## config.mk

```make
export PLATFORM = sky130hd
export DESIGN_NAME = awt_loop
export DESIGN_NICKNAME = d
export VERILOG_FILES = /design/src/rtl/awt_pkg.sv /design/src/rtl/awt_loop.sv
export VERILOG_INCLUDE_DIRS = /design/src /design/src/rtl
export SDC_FILE = /design/constraint.sdc
export NUM_CORES = 1
export LEC_CHECK = 0
export ABC_CLOCK_PERIOD_IN_PS = 5100
export BUFFER_PORTS_ARGS = -buffer_cell sky130_fd_sc_hd__buf_2
export CAP_MARGIN = 20
export CORE_MARGIN = 2
export CORE_UTILIZATION = 50
export CTS_CLUSTER_DIAMETER = 30
export DETAILED_ROUTE_END_ITERATION = 10
export HOLD_SLACK_MARGIN = 0.03
export PLACE_DENSITY = 0.81
export SLEW_MARGIN = 30
export SYNTH_ARGS = -nofsm -noshare
export SYNTH_HDL_FRONTEND = slang
export SYNTH_SLANG_ARGS = --single-unit
```

## constraint.sdc

```tcl
create_clock -name clk -period 5.1 [get_ports clk]
set_clock_uncertainty 0.2 [all_clocks]
set_input_delay 0.255 -clock clk [delete_from_list [all_inputs] [get_ports clk]]
set_output_delay 0.255 -clock clk [all_outputs]
set_load 0.01 [all_outputs]
```

## src/rtl/awt_cfg.svh

```systemverilog
// offsets, field positions, reset values and timing counts of the wake threshold loop
`ifndef AWT_CFG_SVH
`define AWT_CFG_SVH

`define AWT_OFS_CTRL        8'h00
`define AWT_OFS_GAIN        8'h01
`define AWT_OFS_FILTER      8'h02
`define AWT_OFS_FLOOR       8'h03
`define AWT_OFS_CEIL        8'h04
`define AWT_OFS_MARGIN      8'h05

`define AWT_CLEAR_BIT       4
`define AWT_HPF_MSB         3
`define AWT_HPF_LSB         2
`define AWT_LPF_MSB         1
`define AWT_LPF_LSB         0
`define AWT_CNT_MSB         6
`define AWT_CNT_LSB         5
`define AWT_RMS_BIT         5
`define AWT_LIM_MSB         4

`define AWT_RST_FILTER      8'h0c
`define AWT_RST_FLOOR       8'h40
`define AWT_RST_CEIL        8'h1b
`define AWT_RST_MARGIN      8'h07
`define AWT_RST_GAIN        5'h10

`define AWT_MASK_FILTER     8'h0f
`define AWT_MASK_FLOOR      8'h7f
`define AWT_MASK_CEIL       8'h3f
`define AWT_MASK_MARGIN     8'h07

`define AWT_CLK_HZ          250000000
`define AWT_INTERVAL_S      1
`define AWT_INTERVAL_CYC    (`AWT_INTERVAL_S * `AWT_CLK_HZ)
`define AWT_FAST_DIV        16

`endif

```

## src/rtl/awt_pkg.sv

```systemverilog
// types shared by the wake threshold loop
package awt_pkg;
	typedef struct packed {
		logic       wr;
		logic       rd;
		logic [7:0] addr;
		logic [7:0] wdata;
	} awt_req_t;

	typedef struct packed {
		logic louder;
		logic quieter;
	} awt_trip_t;
endpackage

```

## src/rtl/awt_loop.sv

```systemverilog
// adaptive wake threshold tracking loop with its register set
//
// Summary of operation
// - trip count field sits in control byte 0x3 bits 6:5; code 00 disables speedup.
// - speedup engages after 2, 4 or 6 same-direction trips for codes 01, 10, 11.
// - engaged speedup runs the loop sampling sixteen times faster.
// - a same-direction run is successive up trips or successive down trips, counted even while a limit holds the gain.
// - byte 0x4 bit 5 picks sampling interval: low 1 s, high 0.5 s.
// - tracked gain code never goes above upper limit, nor below lower limit unless the limits cross.
// - both limit fields accept any five-bit code up to 11111.
// - margin code sets trip level at (code+1) times the average level.
// - wake flag trips when input exceeds average level by the margin.
// - byte 0x2 bits 3:2 hold the wake high-pass corner selection.
// - corner codes 00,01,10,11 mean 200, 300, 400, 800 Hz.
// - gain code maps to threshold in 1.5 dB steps and stays readable.
// - writing 1 to the clear bit drops the wake flag unless a trip lands in the same cycle, and re-arms detection.
`timescale 1ns/10ps
`include "awt_cfg.svh"

module awt_loop
	import awt_pkg::*;
#(
	parameter logic [27:0] INTERVAL_CYC = 28'(`AWT_INTERVAL_CYC)
) (
	input  wire logic      clk,
	input  wire logic      rst,
	input  wire awt_req_t  req,
	output logic [7:0]     rdata,
	input  wire awt_trip_t trip,
	input  wire logic [7:0] sig_level,
	input  wire logic [7:0] avg_level,
	output logic           wake_flag,
	output logic [4:0]     ambient_gain_code,
	output logic [1:0]     wake_highpass_corner,
	output logic [1:0]     wake_lowpass_corner,
	output logic           fast_active
);

	function automatic logic [2:0] need_trips(input logic [1:0] code);
		case (code)
			2'h1:    need_trips = 3'h2;
			2'h2:    need_trips = 3'h4;
			2'h3:    need_trips = 3'h6;
			default: need_trips = 3'h0;
		endcase
	endfunction

	function automatic logic [4:0] clamp(input logic [4:0] v, input logic [4:0] lo,
		input logic [4:0] hi);
		logic [4:0] r;
		r = v;
		if (r < lo) begin
			r = lo;
		end
		// upper bound applied last so it wins if the limits cross
		if (r > hi) begin
			r = hi;
		end
		clamp = r;
	endfunction

	// register state
	logic [7:0] filter;
	logic [7:0] floor_reg;
	logic [7:0] ceil_reg;
	logic [7:0] margin;
	logic [7:0] next_filter;
	logic [7:0] next_floor_reg;
	logic [7:0] next_ceil_reg;
	logic [7:0] next_margin;
	logic [7:0] next_rdata;
	logic       clear_wr;

	// loop state
	logic [27:0] tmr;
	logic [27:0] next_tmr;
	logic [27:0] period;
	logic        tick;
	logic [4:0]  gain;
	logic [4:0]  next_gain;
	logic [2:0]  run;
	logic [2:0]  next_run;
	logic        last_up;
	logic        next_last_up;
	logic        fast;
	logic        next_fast;
	logic        next_wake;
	logic        trip_now;
	logic [10:0] trip_level;
	logic        step_up;
	logic        step_dn;

	logic [4:0] lower_lim;
	logic [4:0] upper_lim;
	logic [1:0] cnt_code;

	assign lower_lim = floor_reg[`AWT_LIM_MSB:0];
	assign upper_lim = ceil_reg[`AWT_LIM_MSB:0];
	assign cnt_code  = floor_reg[`AWT_CNT_MSB:`AWT_CNT_LSB];
	assign clear_wr  = req.wr && req.addr == `AWT_OFS_CTRL && req.wdata[`AWT_CLEAR_BIT];

	always_comb begin
		next_filter = filter;
		next_floor_reg = floor_reg;
		next_ceil_reg = ceil_reg;
		next_margin = margin;
		next_rdata = rdata;
		if (req.wr) begin
			case (req.addr)
				`AWT_OFS_FILTER: next_filter = req.wdata & `AWT_MASK_FILTER;
				`AWT_OFS_FLOOR:  next_floor_reg = req.wdata & `AWT_MASK_FLOOR;
				`AWT_OFS_CEIL:   next_ceil_reg = req.wdata & `AWT_MASK_CEIL;
				`AWT_OFS_MARGIN: next_margin = req.wdata & `AWT_MASK_MARGIN;
				default:         ;
			endcase
		end
		if (req.rd) begin
			case (req.addr)
				// clear bit is a strobe, so it always reads back zero
				`AWT_OFS_CTRL:   next_rdata = 8'h00;
				`AWT_OFS_GAIN:   next_rdata = {3'h0, gain};
				`AWT_OFS_FILTER: next_rdata = filter;
				`AWT_OFS_FLOOR:  next_rdata = floor_reg;
				`AWT_OFS_CEIL:   next_rdata = ceil_reg;
				`AWT_OFS_MARGIN: next_rdata = margin;
				default:         next_rdata = 8'h00;
			endcase
		end
	end

	always_ff @(posedge clk or posedge rst) begin
		if (rst) begin
			filter <= `AWT_RST_FILTER;
			floor_reg <= `AWT_RST_FLOOR;
			ceil_reg <= `AWT_RST_CEIL;
			margin <= `AWT_RST_MARGIN;
			rdata <= 8'h00;
		end else begin
			filter <= next_filter;
			floor_reg <= next_floor_reg;
			ceil_reg <= next_ceil_reg;
			margin <= next_margin;
			rdata <= next_rdata;
		end
	end

	// sampling interval: half when rms bit set, a sixteenth while sped up
	always_comb begin
		period = ceil_reg[`AWT_RMS_BIT] ? (INTERVAL_CYC >> 1) : INTERVAL_CYC;
		if (fast) begin
			period = period / 28'(`AWT_FAST_DIV);
		end
	end
	// >= rather than == so a shortened period takes effect at once
	assign tick = tmr >= period - 28'h1;
	assign step_up = tick && trip.quieter && !trip.louder;
	assign step_dn = tick && trip.louder && !trip.quieter;

	always_comb begin
		next_tmr = tick ? 28'h0 : tmr + 28'h1;
		next_gain = clamp(gain, lower_lim, upper_lim);
		next_run = run;
		next_last_up = last_up;
		next_fast = fast;
		if (step_up || step_dn) begin
			// louder ambient lowers the code, i.e. raises the threshold
			if (step_up && gain != 5'h1f) begin
				next_gain = clamp(gain + 5'h1, lower_lim, upper_lim);
			end else if (step_dn && gain != 5'h00) begin
				next_gain = clamp(gain - 5'h1, lower_lim, upper_lim);
			end
			next_last_up = step_up;
			if (step_up == last_up && run != 3'h0) begin
				next_run = (run == 3'h7) ? run : run + 3'h1;
			end else begin
				next_run = 3'h1;
			end
			next_fast = cnt_code != 2'h0 && next_run >= need_trips(cnt_code);
		end
		if (cnt_code == 2'h0) begin
			next_fast = 1'b0;
		end
	end

	always_ff @(posedge clk or posedge rst) begin
		if (rst) begin
			tmr <= 28'h0;
			gain <= `AWT_RST_GAIN;
			run <= 3'h0;
			last_up <= 1'b0;
			fast <= 1'b0;
		end else begin
			tmr <= next_tmr;
			gain <= next_gain;
			run <= next_run;
			last_up <= next_last_up;
			fast <= next_fast;
		end
	end

	// trip level is (code+1) times the average; code 0 sits on the average itself
	assign trip_level = 11'(avg_level) * (11'(margin[2:0]) + 11'h1);
	assign trip_now = 11'(sig_level) > trip_level;
	// a new trip in the clearing cycle wins so no event is lost
	assign next_wake = trip_now || (wake_flag && !clear_wr);

	always_ff @(posedge clk or posedge rst) begin
		if (rst) begin
			wake_flag <= 1'b0;
		end else begin
			wake_flag <= next_wake;
		end
	end

	assign ambient_gain_code = gain;
	assign wake_highpass_corner = filter[`AWT_HPF_MSB:`AWT_HPF_LSB];
	assign wake_lowpass_corner = filter[`AWT_LPF_MSB:`AWT_LPF_LSB];
	assign fast_active = fast;
endmodule

```

Word-level counts from Yosys, hierarchy flattened
Cells that the tools add are included.

cells by class
  add/sub/neg operators = 6
  multipliers = 1
  magnitude comparators = 9
  equality and inequality tests = 11
  muxes and demuxes = 25
  reduce and logical (&&, ||, !) cells = 26

operators by type and width
  kind                   count
  $mux 28                3
  $mux 5                 14
  $pmux 7 s5             1
  $add 28x1->28 const B  1
  $ge 28x28->1           1
  $sub 28x1->28 const B  1
  $eq 8x2->1 const B     2
  $eq 8x3->1 const B     2
  $gt 5x5->1             3
  $lt 5x5->1             3
  $mux 3                 4
  $gt 8x11->1            1
  $logic_and 1x1->1      11
  $mul 8x4->11           1
  $pmux 3 s3             1
  $eq 8x1->1 const B     1
  $logic_not 8->1        1
  $reduce_and 2->1       4
  $add 5x1->5 const B    1
  $ne 5x5->1 const B     1
  $reduce_bool 5->1      1
  $sub 5x1->5 const B    1
  $add 3x1->4 const B    1
  $eq 2x2->1 const B     2
  11 further kinds       16

word-level totals
  flip-flop bits (word level) = 67
  input port bits = 38
  output and inout port bits = 19
  word-level logic and storage cells = 89

Longest topological paths before layout
Gate-level depths: netlist (run 1).

  depth in word-level cells = 15
  gate-level depth with buffers = 20
  gate-level depth less buffers = 20

Worst setup path after synthesis (run 1)
OpenSTA, ideal clock, no wires.

  path kind = flip-flop to flip-flop
  from = register margin[1]
  to = register wake_flag
  setup time = 83 ps
  arrival time = 4392 ps
  required time = 4817 ps
  slack = 425 ps
  stages on the path, launching flop included = 20
  path buffers = 0
  clock period less this slack = 4675 ps
  cells stage by stage = dfstp_2 ha_1 xor2_1 nand2_1 fa_1 fa_1 inv_1 ha_1 a21o_1 a21oi_1 nor2b_1 o21a_1 nor2_1 xor2_1 ha_1 nand4_1 o22ai_1 a2111oi_0 nand4_1 o21ai_0

on the way
  word-level cells in the longest chain between the ends = 4

RTL lines
  what                    line             source
  start, declared         awt_loop.sv:66   logic [7:0] margin;
  start signal, assigned  awt_loop.sv:136  margin <= `AWT_RST_MARGIN;
  start signal, assigned  awt_loop.sv:142  margin <= next_margin;
  $add 3x1->4             awt_loop.sv:202  assign trip_level = 11'(avg_level) * (11'(margin[2:0]) + 11'h1);
  $mul 8x4->11            awt_loop.sv:202
  $gt 8x11->1             awt_loop.sv:203  assign trip_now = 11'(sig_level) > trip_level;
  $logic_or 1x1->1        awt_loop.sv:205  assign next_wake = trip_now || (wake_flag && !clear_wr);
  named net next_wake     awt_loop.sv:87   logic next_wake;
  end signal, assigned    awt_loop.sv:211  wake_flag <= next_wake;
  end, declared           awt_loop.sv:32   output logic wake_flag,

The timed path passes the listed nets, and every way through them passes these cells.
A chain may end at the register's enable or synchronous reset.

Worst setup path after layout (run 1)
  from = register margin[0]
  to = register wake_flag

Same word-level chain as after synthesis.

==> reports/qor.yml, run 1 <==
status:
  status: "completed"
timing:
  fin_crit_sh: 0.9392
  worst_hold_slack_ns: 0.04156
  post-route-min-period_ns: 4.790
  setup_violations: 0
  fin_tns_setup_ns: 0
  max_freq_mhz: 208.8
  setup_slack_ns: 0.3101
  relSlewSlack: 0.4368
  worst_slew_pin_slew_ns: 0.8447
  grt_setup_unrepaired: "no"
  slew_violations: 0
  hold_viol: 0
pwr:
  powerDensity_nw_per_um2: 349.5
  vdd_drop_max_mv: 0.3448
  leakagePower_nw: 3.349
worst_setup_path:
  slowest_stage: "fa_1"
  worstPathCellList: "buf_4 -> and3_1 -> nand2_1 -> fa_1 -> fa_1 -> inv_1 -> ha_1 -> a21o_1 -> a21oi_1 -> nor2b_1 -> o21a_1 -> nor2_1 -> xor2_1 -> ha_1 -> nand4_1 -> o22ai_1 -> a2111oi_2 -> nand4_1 -> o21ai_0"
  crit_fanout: 11
  cp.arrival_ns: 4.82
  endpoint_kind: "flop"
  setup.worst_path.start_class: "flop"
  crit_required_ns: 5.13
  cpPeakStageDelay_ns: 0.61
  worstSetupPathType: "flop to flop"
die:
  ioPinCount: 57
  die_w_um: 113.8
  die_area_um2: 12960
  die_h_um: 113.8
  start_util: 0.5063
  core_area_um2: 11910
  row_count: 40
route:
  routed_wl_mm: 13.89
  drc: 0
  drtAntennaViolNets: 0
  first_pass_iters: 5
  vias: 5045
  drt_iter0_markers: 251
  wire_per_inst_um: 16.08
  viasPerCell: 5.839
clocking:
  clkSinkCount: 66
  htreeDepth: 3
  clk_latency_ns: 0.33
  cts_root_buf: "clkbuf_16"
  clockBufferDepth: 2
  cts.clk_slew.worst_paths_ns: 0.06
  post-cts-setup-buffers: 0
  cts_tree: "done"
  cts_buffers: 9
global_route:
  grt_use_total: 0.2217
  antenna_found_initial: 0
  overflow: 0
  grt_max_degree: 67
  use_met3: 0.03613
  grt_util_met2: 0.4016
  grt_pass1_wl_mm: 23.54
  top_usage_layer: "met2"
  grt_util_met1: 0.2779
  grt_pass1_vias: 5140
yosys:
  ys_types: 68
  synth_seq_cells: 66
  synthFlopType: "dfrtp_1"
  synth_edf_count: 0
  synth_area_um2: 6031
  yosys.area.top_type: "dfrtp_1"
  async_reset_ff_frac: 1.000
  synth_compound_area_frac: 0.1444
  ys_seq_area_frac: 0.2761
  syn_inst: 652
  synth-xor-area-share: 0.05373
  synth-simple-area-share: 0.1726
  synth_top_family_by_area: "adder cells"
  synthAdderAreaFrac: 0.2245
  yosys_warnings: 0
  netlist.area_leader.share: 0.2282
  synth_most_common_cell: "ha_1"
  avgSynthCellArea_um2: 9.250
  synth_common_cells: "ha_1, inv_1, nand2_1"
  synthTopCellsByArea: "dfrtp_1, ha_1, mux2_2"
  synth_mux_area_frac: 0.07739
layout:
  multi_input_area_um2: 4078
  drive_gt1_frac: 0.1855
  syn2layout_area_growth_pct: 12.82
  utilization: 0.5712
  largest_reg_flops: 28
  nFillCells: 1017
  num_antenna_cells: 0
  ff_latch_area_um2: 1665
  layout.nets: 851
placed_design:
  dpl.hpwl_mm: 10.83
  pre_cts_slack_ns: 0.2115
  gp_congestion: 0.9165
  numPortBuffers: 54
hold_path:
  hp-class: "input pin to flop"
run:
  drv_cap: 0
[through the flow]
stage	std cells	area (um^2)	power [mW]
2_1_floorplan	653	6035	1.486
3_3_place_gp	843	6439	1.697
3_5_place_dp	843	6439	1.744
4_1_cts	864	6790	2.378
5_1_grt	864	6804	2.558
6_report	864	6804	2.378
[timing repair]
action,4_1_cts,5_1_grt
gates resized for setup,0,3
endpoints found under the hold margin,62,0
hold buffers,5,0
setup endpoints to repair,0,1
[cells in the final DEF, fill, tap and decap left out, types with 5 or more instances in the layout]
| master | n |
|---|---|
| nor2b_1 | 17 |
| ha_1 | 89 |
| and3_1 | 10 |
| a21o_1 | 7 |
| buf_4 | 5 |
| clkbuf_16 | 9 |
| a21oi_1 | 32 |
| xor2_1 | 19 |
| nand2_1 | 56 |
| nor3_1 | 8 |
| nand3_1 | 19 |
| a22oi_1 | 6 |
| dfrtp_1 | 55 |
| nand2b_1 | 7 |
| a211oi_1 | 5 |
| nor2_1 | 46 |
| inv_1 | 57 |
| or3_1 | 7 |
| o21ai_0 | 27 |
| mux2_2 | 29 |
| nand4_1 | 11 |
| buf_2 | 54 |
| dfstp_2 | 11 |
| o22ai_1 | 7 |
| dlygate4sd3_1 | 5 |
| xnor2_1 | 17 |
| mux2i_1 | 14 |
| fa_1 | 12 |
| and2_1 | 8 |
| a31oi_1 | 5 |
[worst max-delay path, delay by kind of cell, from the launching register on]
kind	cells	cell delay (ns)
XOR/XNOR	1	0.16
AND/OR/NAND/NOR	6	0.77
AO/OA/AOI/OAI	6	1.16
buffers and inverters	2	0.23
adder cells (fa/ha/maj)	4	1.66
flip-flops	1	0.53
[path summary, 6_finish.rpt]
check	endpoint	slack, ns	startpoint	cells after the start
hold reg to reg	tmr[0]	0.26	tmr[0]	1
hold / removal	last_up	0.04	trip[0]	3
min in group asynchronous	tmr[25]	0.56	rst	4
setup reg to reg	wake_flag	0.31	margin[0]	19
max in group asynchronous	ambient_gain_code[0]	3.58	rst	4
setup / recovery	wake_flag	0.31	margin[0]	19
[power by group]
part           internal (mW)  switching [mW]  total (mW)
Combinational          0.494           0.608        1.10
Clock                  0.406           0.214       0.620
Sequential             0.574          0.0822       0.656
Total                   1.47           0.905        2.38
[cell type report]
| cell class | instances | share of cell area |
|---|---|---|
| repair buffers | 64 | 0.05259 |
| flip-flops and latches | 66 | 0.2448 |
| multi-input cells | 513 | 0.5993 |
| inverters | 58 | 0.03200 |
| well taps | 147 | 0.02703 |
| clock inverters | 2 | 0.005517 |
| clock buffers | 14 | 0.03880 |
[layer usage]
metal | part of all wire | vias up
li1 | - | 2430
met5 | 0 | -
met4 | 0.018 | 0
met3 | 0.036 | 27
met1 | 0.43 | 2462
met2 | 0.52 | 126
[kinds of logic after synthesis]
| group | Yosys count |
|---|---|
| fa+ha+maj | 101 |
| mux | 43 |
| compound gates | 125 |
| other cells | 1 |
| flops | 66 |
| simple gates | 205 |
| buf+inv | 74 |
| xor+xnor | 37 |
Note: power is estimated with default switching activity, not from simulation.
==> run 2, diff against run 1 <==
Settings changed: ABC_CLOCK_PERIOD_IN_PS 5100 to 5900.
Clock period 5.1 ns to 5.9 ns, I/O delays scaled along.
==> run 2 against run 1 <==
The run now ends with hold timing left. Via count barely moved. Sequential share of layout area rose by 0.26 points. Hold slack got worse by 0.043 ns. Final area fell by 1.1%. Non-clock buffer count is 6 lower. Clock power shrank 15%. Sequential power fell by 14%. Flip-flop and latch count did not move. Global-route usage up 0.73 points. Critical path depth unchanged. Register-to-register slack better by 0.25 ns.
==> reports/qor.yml, run 2 (synthesis gave the netlist of run 1 again) <==
status:
  status: "complete, but fails checks"
  violations: "hold timing"
global_route:
  grt_pass1_wl_mm: 23.98  # +1.9%
  overflow: 0  # unchanged
  grt_max_degree: 67  # unchanged
  antenna_found_initial: 0  # unchanged
  grt_pass1_vias: 5184  # +0.86%
  grt_use_total: 0.2289  # +0.007263
worst_setup_path:
  regToRegStartpoint: "margin[0]"
  crit_fanout: 12  # +1
  critPathTopFamily: "adder cells"
  critPathMostFrequentCell: "ha_1"
  worstPathCellList: "ha_1 -> xor2_1 -> nand2_1 -> fa_1 -> fa_1 -> inv_1 -> ha_1 -> a21o_1 -> a21oi_1 -> nor2b_1 -> o21a_1 -> nor2_1 -> xor2_1 -> ha_1 -> nand4_1 -> o22ai_1 -> a2111oi_0 -> nand4_1 -> o21ai_0"
  worstSetupPathType: "flop to flop"
  reg2reg_to: "wake_flag"
  crit_start: "margin[0]"
  setup.worst_path.start_class: "flop"
  rr_worst_depth: 19  # unchanged
  crit_required_ns: 5.95  # +0.82 ns
  rrSetupSlack_ns: 0.56  # +0.25 ns
  cp.arrival_ns: 5.39  # +0.57 ns
  cpPeakStageDelay_ns: 0.66  # +0.05 ns
  endpoint_kind: "flop"
  slowest_stage: "dfstp_2"
  crit_buf_inv: 1  # -1
timing:
  fin_tns_setup_ns: 0  # unchanged
  worst_slew_pin_slew_ns: 0.8288  # -0.01593 ns
  grt_setup_unrepaired: "no"
  max_freq_mhz: 187.3  # -10%
  setup_violations: 0  # unchanged
  worst_hold_slack_ns: -0.001623  # -0.04319 ns
  post-route-min-period_ns: 5.339  # +0.5492 ns
  relSlewSlack: 0.4475  # +0.01062
  slew_violations: 0  # unchanged
  fin_crit_sh: 0.9049  # -0.03427
  hold_viol: 1  # +1
clocking:
  cts-resized-gates: 0  # unchanged
  cts_root_buf: "clkbuf_16"
  clkSinkCount: 66  # unchanged
  cts_tree: "done"
  cts_buffers: 9  # unchanged
  cts.clk_slew.worst_paths_ns: 0.06  # about the same
  htreeDepth: 3  # unchanged
  clk_latency_ns: 0.33  # about the same
  clockBufferDepth: 2  # unchanged
layout:
  nFillCells: 1018  # +0.098%
  syn2layout_area_growth_pct: 11.62
  final_cell_mix: "ha_1, inv_1, nand2_1, dfrtp_1, buf_2"
  multi_input_area_um2: 4064  # -0.34%
  ff_latch_area_um2: 1665  # unchanged
  num_antenna_cells: 0  # unchanged
  drive_gt1_frac: 0.1842  # -0.001248
  layout_commonest_cell: "ha_1"
  layout.nets: 845  # -0.71%
  stdcell_area_um2: 6731  # -1.1%
  largest_reg_flops: 28  # unchanged
die:
  die_w_um: 113.8  # unchanged
  core_area_um2: 11910  # unchanged
  row_count: 40  # unchanged
  die_area_um2: 12960  # unchanged
  ioPinCount: 57  # unchanged
  die_h_um: 113.8  # unchanged
  start_util: 0.5063  # unchanged
route:
  vias: 5042  # -0.059%
  wire_per_inst_um: 16.47  # +2.4%
  routed_wl_mm: 14.13  # +1.7%
  drc: 0  # unchanged
  viasPerCell: 5.876  # +0.64%
  first_pass_iters: 5  # unchanged
  drtAntennaViolNets: 0  # unchanged
  drt_iter0_markers: 224  # -11%
placed_design:
  gp_congestion: 0.9287  # +1.3%
  numPortBuffers: 54  # unchanged
  place_area_um2: 6416  # -0.35%
  dpl.hpwl_mm: 11.00  # +1.6%
pwr:
  powerDensity_nw_per_um2: 307.5  # -12%
  power_mw: 2.070  # -13%
  vdd_drop_max_mv: 0.3881  # +13%
  leakagePower_nw: 3.320  # -0.84%
run:
  drv_cap: 0  # unchanged
hold_path:
  hp-class: "input pin to async pin"
## run 2: cell types whose count changed in the layout (fill, tap and decap cells not counted), sizes merged
cell	change
buf	-3
clkbuf	-5
clkinv	+5
dlygate4sd3	-3
## run 2: cell type report
cell class	instances	share of cell area
inverter	58	0.03234
sequential	66	0.2474
tap	147	0.02732
clock buffer	9	0.03346
timing repair buffer	58	0.04535
clock inverter	7	0.01041
multi-input combinational	513	0.6037
## run 2: power breakdown
part	internal (mW)	switching (mW)
registers	0.496	0.0716
logic	0.426	0.546
clock network	0.326	0.204
## run 2: how the worst max path moves through the flow
stage / end / slack (ns) / depth (start not counted)
after floorplan: wake_flag / 1.23 / 19
after global placement: wake_flag / 0.82 / 19
after detailed placement: wake_flag / 0.58 / 19
after CTS: wake_flag / 0.55 / 19
after global routing: wake_flag / 0.16 / 19
final: wake_flag / 0.56 / 19
## run 2: worst register-to-register path, delay by kind of cell (launching register included)
| family | cells | cell delay (ns) |
|---|---|---|
| fa+ha+maj | 5 | 1.86 |
| compound gates | 6 | 1.22 |
| flops | 1 | 0.66 |
| simple gates | 5 | 0.63 |
| xor+xnor | 2 | 0.62 |
| buf+inv | 1 | 0.06 |
## run 2: stage by stage
| stage | std cells | worst slack (ns) | util | hold slack (ns) |
|---|---|---|---|---|
| 2_1_floorplan | 653 | 1.225 | - | 0.2030 |
| 3_3_place_gp | 840 | 0.8207 | 0.5387 | 0.2369 |
| 3_5_place_dp | 840 | 0.5781 | 0.5387 | 0.2591 |
| 4_1_cts | 857 | 0.5478 | 0.5643 | 0.03475 |
| 5_1_grt | 858 | 0.1552 | 0.5651 | 0.04551 |
| 6_report | 858 | 0.5609 | 0.5651 | -0.001623 |
## run 2: timing repair
item                      4_1_cts  5_1_grt
hold endpoints to repair        1        1
hold buffers                    1        1
setup buffers                   0        0
## run 2: metal layers
| metal | GRT usage | up-vias | share of wire |
|---|---|---|---|
| met1 | 0.2791 | 2447 | 0.42 |
| met4 | 0.1008 | 0 | 0.031 |
| met3 | 0.03719 | 37 | 0.042 |
| li1 | - | 2412 | - |
| met2 | 0.4000 | 146 | 0.51 |
| met5 | 0 | - | 0 |
==> run 3, diff against run 2 <==
Settings changed: ABC_CLOCK_PERIOD_IN_PS 5900 to 6320.
Clock period 5.9 ns to 6.32 ns, I/O delays scaled along.
==> run 3 against run 2 <==
The run now ends clean. Die area unchanged. Maximum frequency is 3.3% lower. Combinational power decreased by 8.3%. Via count decreased by 1.1%. Final area decreased by 0.39%. Critical path depth did not move. Total power decreased by 8.0%. Register-to-register slack improved by 0.24 ns. Flip-flop and latch count unchanged. Clock power shrank 9.4%. First-iteration DRC count rose by 24%. Largest power group unchanged.
==> reports/qor.yml, run 3 (synthesis gave the netlist of run 1 again) <==
status:
  status: "completed"
route:
  first_pass_iters: 4  # -1
  drt_iter0_markers: 277  # +24%
  viasPerCell: 5.818  # -1.0%
  drtAntennaViolNets: 0  # unchanged
  vias: 4986  # -1.1%
  drc: 0  # unchanged
  routed_wl_mm: 14.39  # +1.9%
  wire_per_inst_um: 16.79  # +2.0%
placed_design:
  pre_cts_slack_ns: 0.9465  # +0.3684 ns
  dpl.hpwl_mm: 10.95  # -0.46%
  numPortBuffers: 54  # unchanged
  gp_congestion: 0.9105  # -2.0%
  place_area_um2: 6416  # unchanged
  place_inst: 840  # unchanged
global_route:
  grt_pass1_wl_mm: 24.32  # +1.4%
  grt_max_degree: 67  # unchanged
  antenna_found_initial: 0  # unchanged
  grt_use_total: 0.2345  # +0.005551
  grt_pass1_vias: 5120  # -1.2%
  overflow: 0  # unchanged
clocking:
  cts_tree: "done"
  post-cts-setup-buffers: 0  # unchanged
  cts_root_buf: "clkbuf_16"
  hold_buffers: 1  # unchanged
  clkSinkCount: 66  # unchanged
  cts-resized-gates: 0  # unchanged
  cts_buffers: 9  # unchanged
  clk_latency_ns: 0.35  # +0.02 ns
  htreeDepth: 3  # unchanged
  cts.clk_slew.worst_paths_ns: 0.06  # about the same
  clockBufferDepth: 2  # unchanged
timing:
  post-route-min-period_ns: 5.521  # +0.1819 ns
  hold_viol: 0  # -1
  worst_slew_pin_slew_ns: 0.8716  # +0.04281 ns
  max_freq_mhz: 181.1  # -3.3%
  fin_tns_setup_ns: 0  # unchanged
  setup_slack_ns: 0.7990  # +0.2381 ns
  relSlewSlack: 0.4189  # -0.02854
  slew_violations: 0  # unchanged
  grt_setup_unrepaired: "no"
  setup_violations: 0  # unchanged
  worst_hold_slack_ns: 0.02551  # +0.02714 ns
  fin_crit_sh: 0.8736  # -0.03135
layout:
  layout.nets: 844  # -0.12%
  syn2layout_area_growth_pct: 11.18
  final_cells: 857  # -0.12%
  num_antenna_cells: 0  # unchanged
  stdcell_area_um2: 6705  # -0.39%
  final_cell_mix: "ha_1, inv_1, nand2_1, dfrtp_1, buf_2"
  utilization: 0.5629  # -0.002206
  largest_reg_flops: 28  # unchanged
  nFillCells: 1032  # +1.4%
  layout_commonest_cell: "ha_1"
  drive_gt1_frac: 0.1845  # +0.0002595
hold_path:
  hp-class: "input pin to async pin"
pwr:
  leakagePower_nw: 3.299  # -0.63%
  power_mw: 1.904  # -8.0%
  powerDensity_nw_per_um2: 284.0  # -7.6%
  vdd_drop_max_mv: 0.2852  # -27%
die:
  core_area_um2: 11910  # unchanged
  ioPinCount: 57  # unchanged
  die_area_um2: 12960  # unchanged
  die_h_um: 113.8  # unchanged
  die_w_um: 113.8  # unchanged
  start_util: 0.5063  # unchanged
  row_count: 40  # unchanged
run:
  drv_cap: 0  # unchanged
worst_setup_path:
  worstSetupPathType: "flop to flop"
  crit_start: "margin[0]"
  endpoint_kind: "flop"
  regToRegStartpoint: "margin[0]"
  setup.worst_path.start_class: "flop"
  cp.arrival_ns: 5.58  # +0.19 ns
  crit_required_ns: 6.37  # +0.42 ns
  crit_fanout: 12  # unchanged
[run 3: path summary, 6_finish.rpt]
check / end / slack, ns / depth (start not counted)
hold reg to reg: tmr[0] / 0.27 / 1
hold / removal: wake_flag / 0.03 / 3
max in group asynchronous: tmr[2] / 5.32 / 3
setup / recovery: wake_flag / 0.80 / 19
min in group clk: ceil_reg[5] / 0.05 / 2
setup reg to reg: wake_flag / 0.80 / 19
[run 3: per-layer routing]
metal	track usage	routed length [um]
met1	0.2832	6190
met5	0	0
met3	0.03719	445
met2	0.4216	7453
met4	0.08699	301
[run 3: where the power goes]
part	total, mW	internal [mW]	switching, mW
clock	0.480	0.268	0.212
combinational	0.891	0.395	0.496
sequential	0.533	0.463	0.0709
total	1.90	1.13	0.779
[run 3: critical path, cell delays in order (launching register included)]
cell,delay [ns]
dfstp_2,0.65
ha_1,0.22
xor2_1,0.48
nand2_1,0.16
fa_1,0.51
fa_1,0.60
inv_1,0.06
ha_1,0.29
a21o_1,0.18
a21oi_1,0.22
nor2b_1,0.09
o21a_1,0.17
nor2_1,0.11
xor2_1,0.18
ha_1,0.28
nand4_1,0.14
o22ai_1,0.10
a2111oi_0,0.44
nand4_1,0.15
o21ai_0,0.20
[run 3: layout make-up]
type / instances / area, um^2 / area share
repair buffers: 57 / 295.3 / 0.04404
well taps: 147 / 183.9 / 0.02743
clock inverters: 7 / 53.80 / 0.008024
clock buffers: 9 / 225.2 / 0.03359
inverters: 58 / 217.7 / 0.03247
flip-flops and latches: 66 / 1665 / 0.2484
multi-input cells: 513 / 4064 / 0.6061
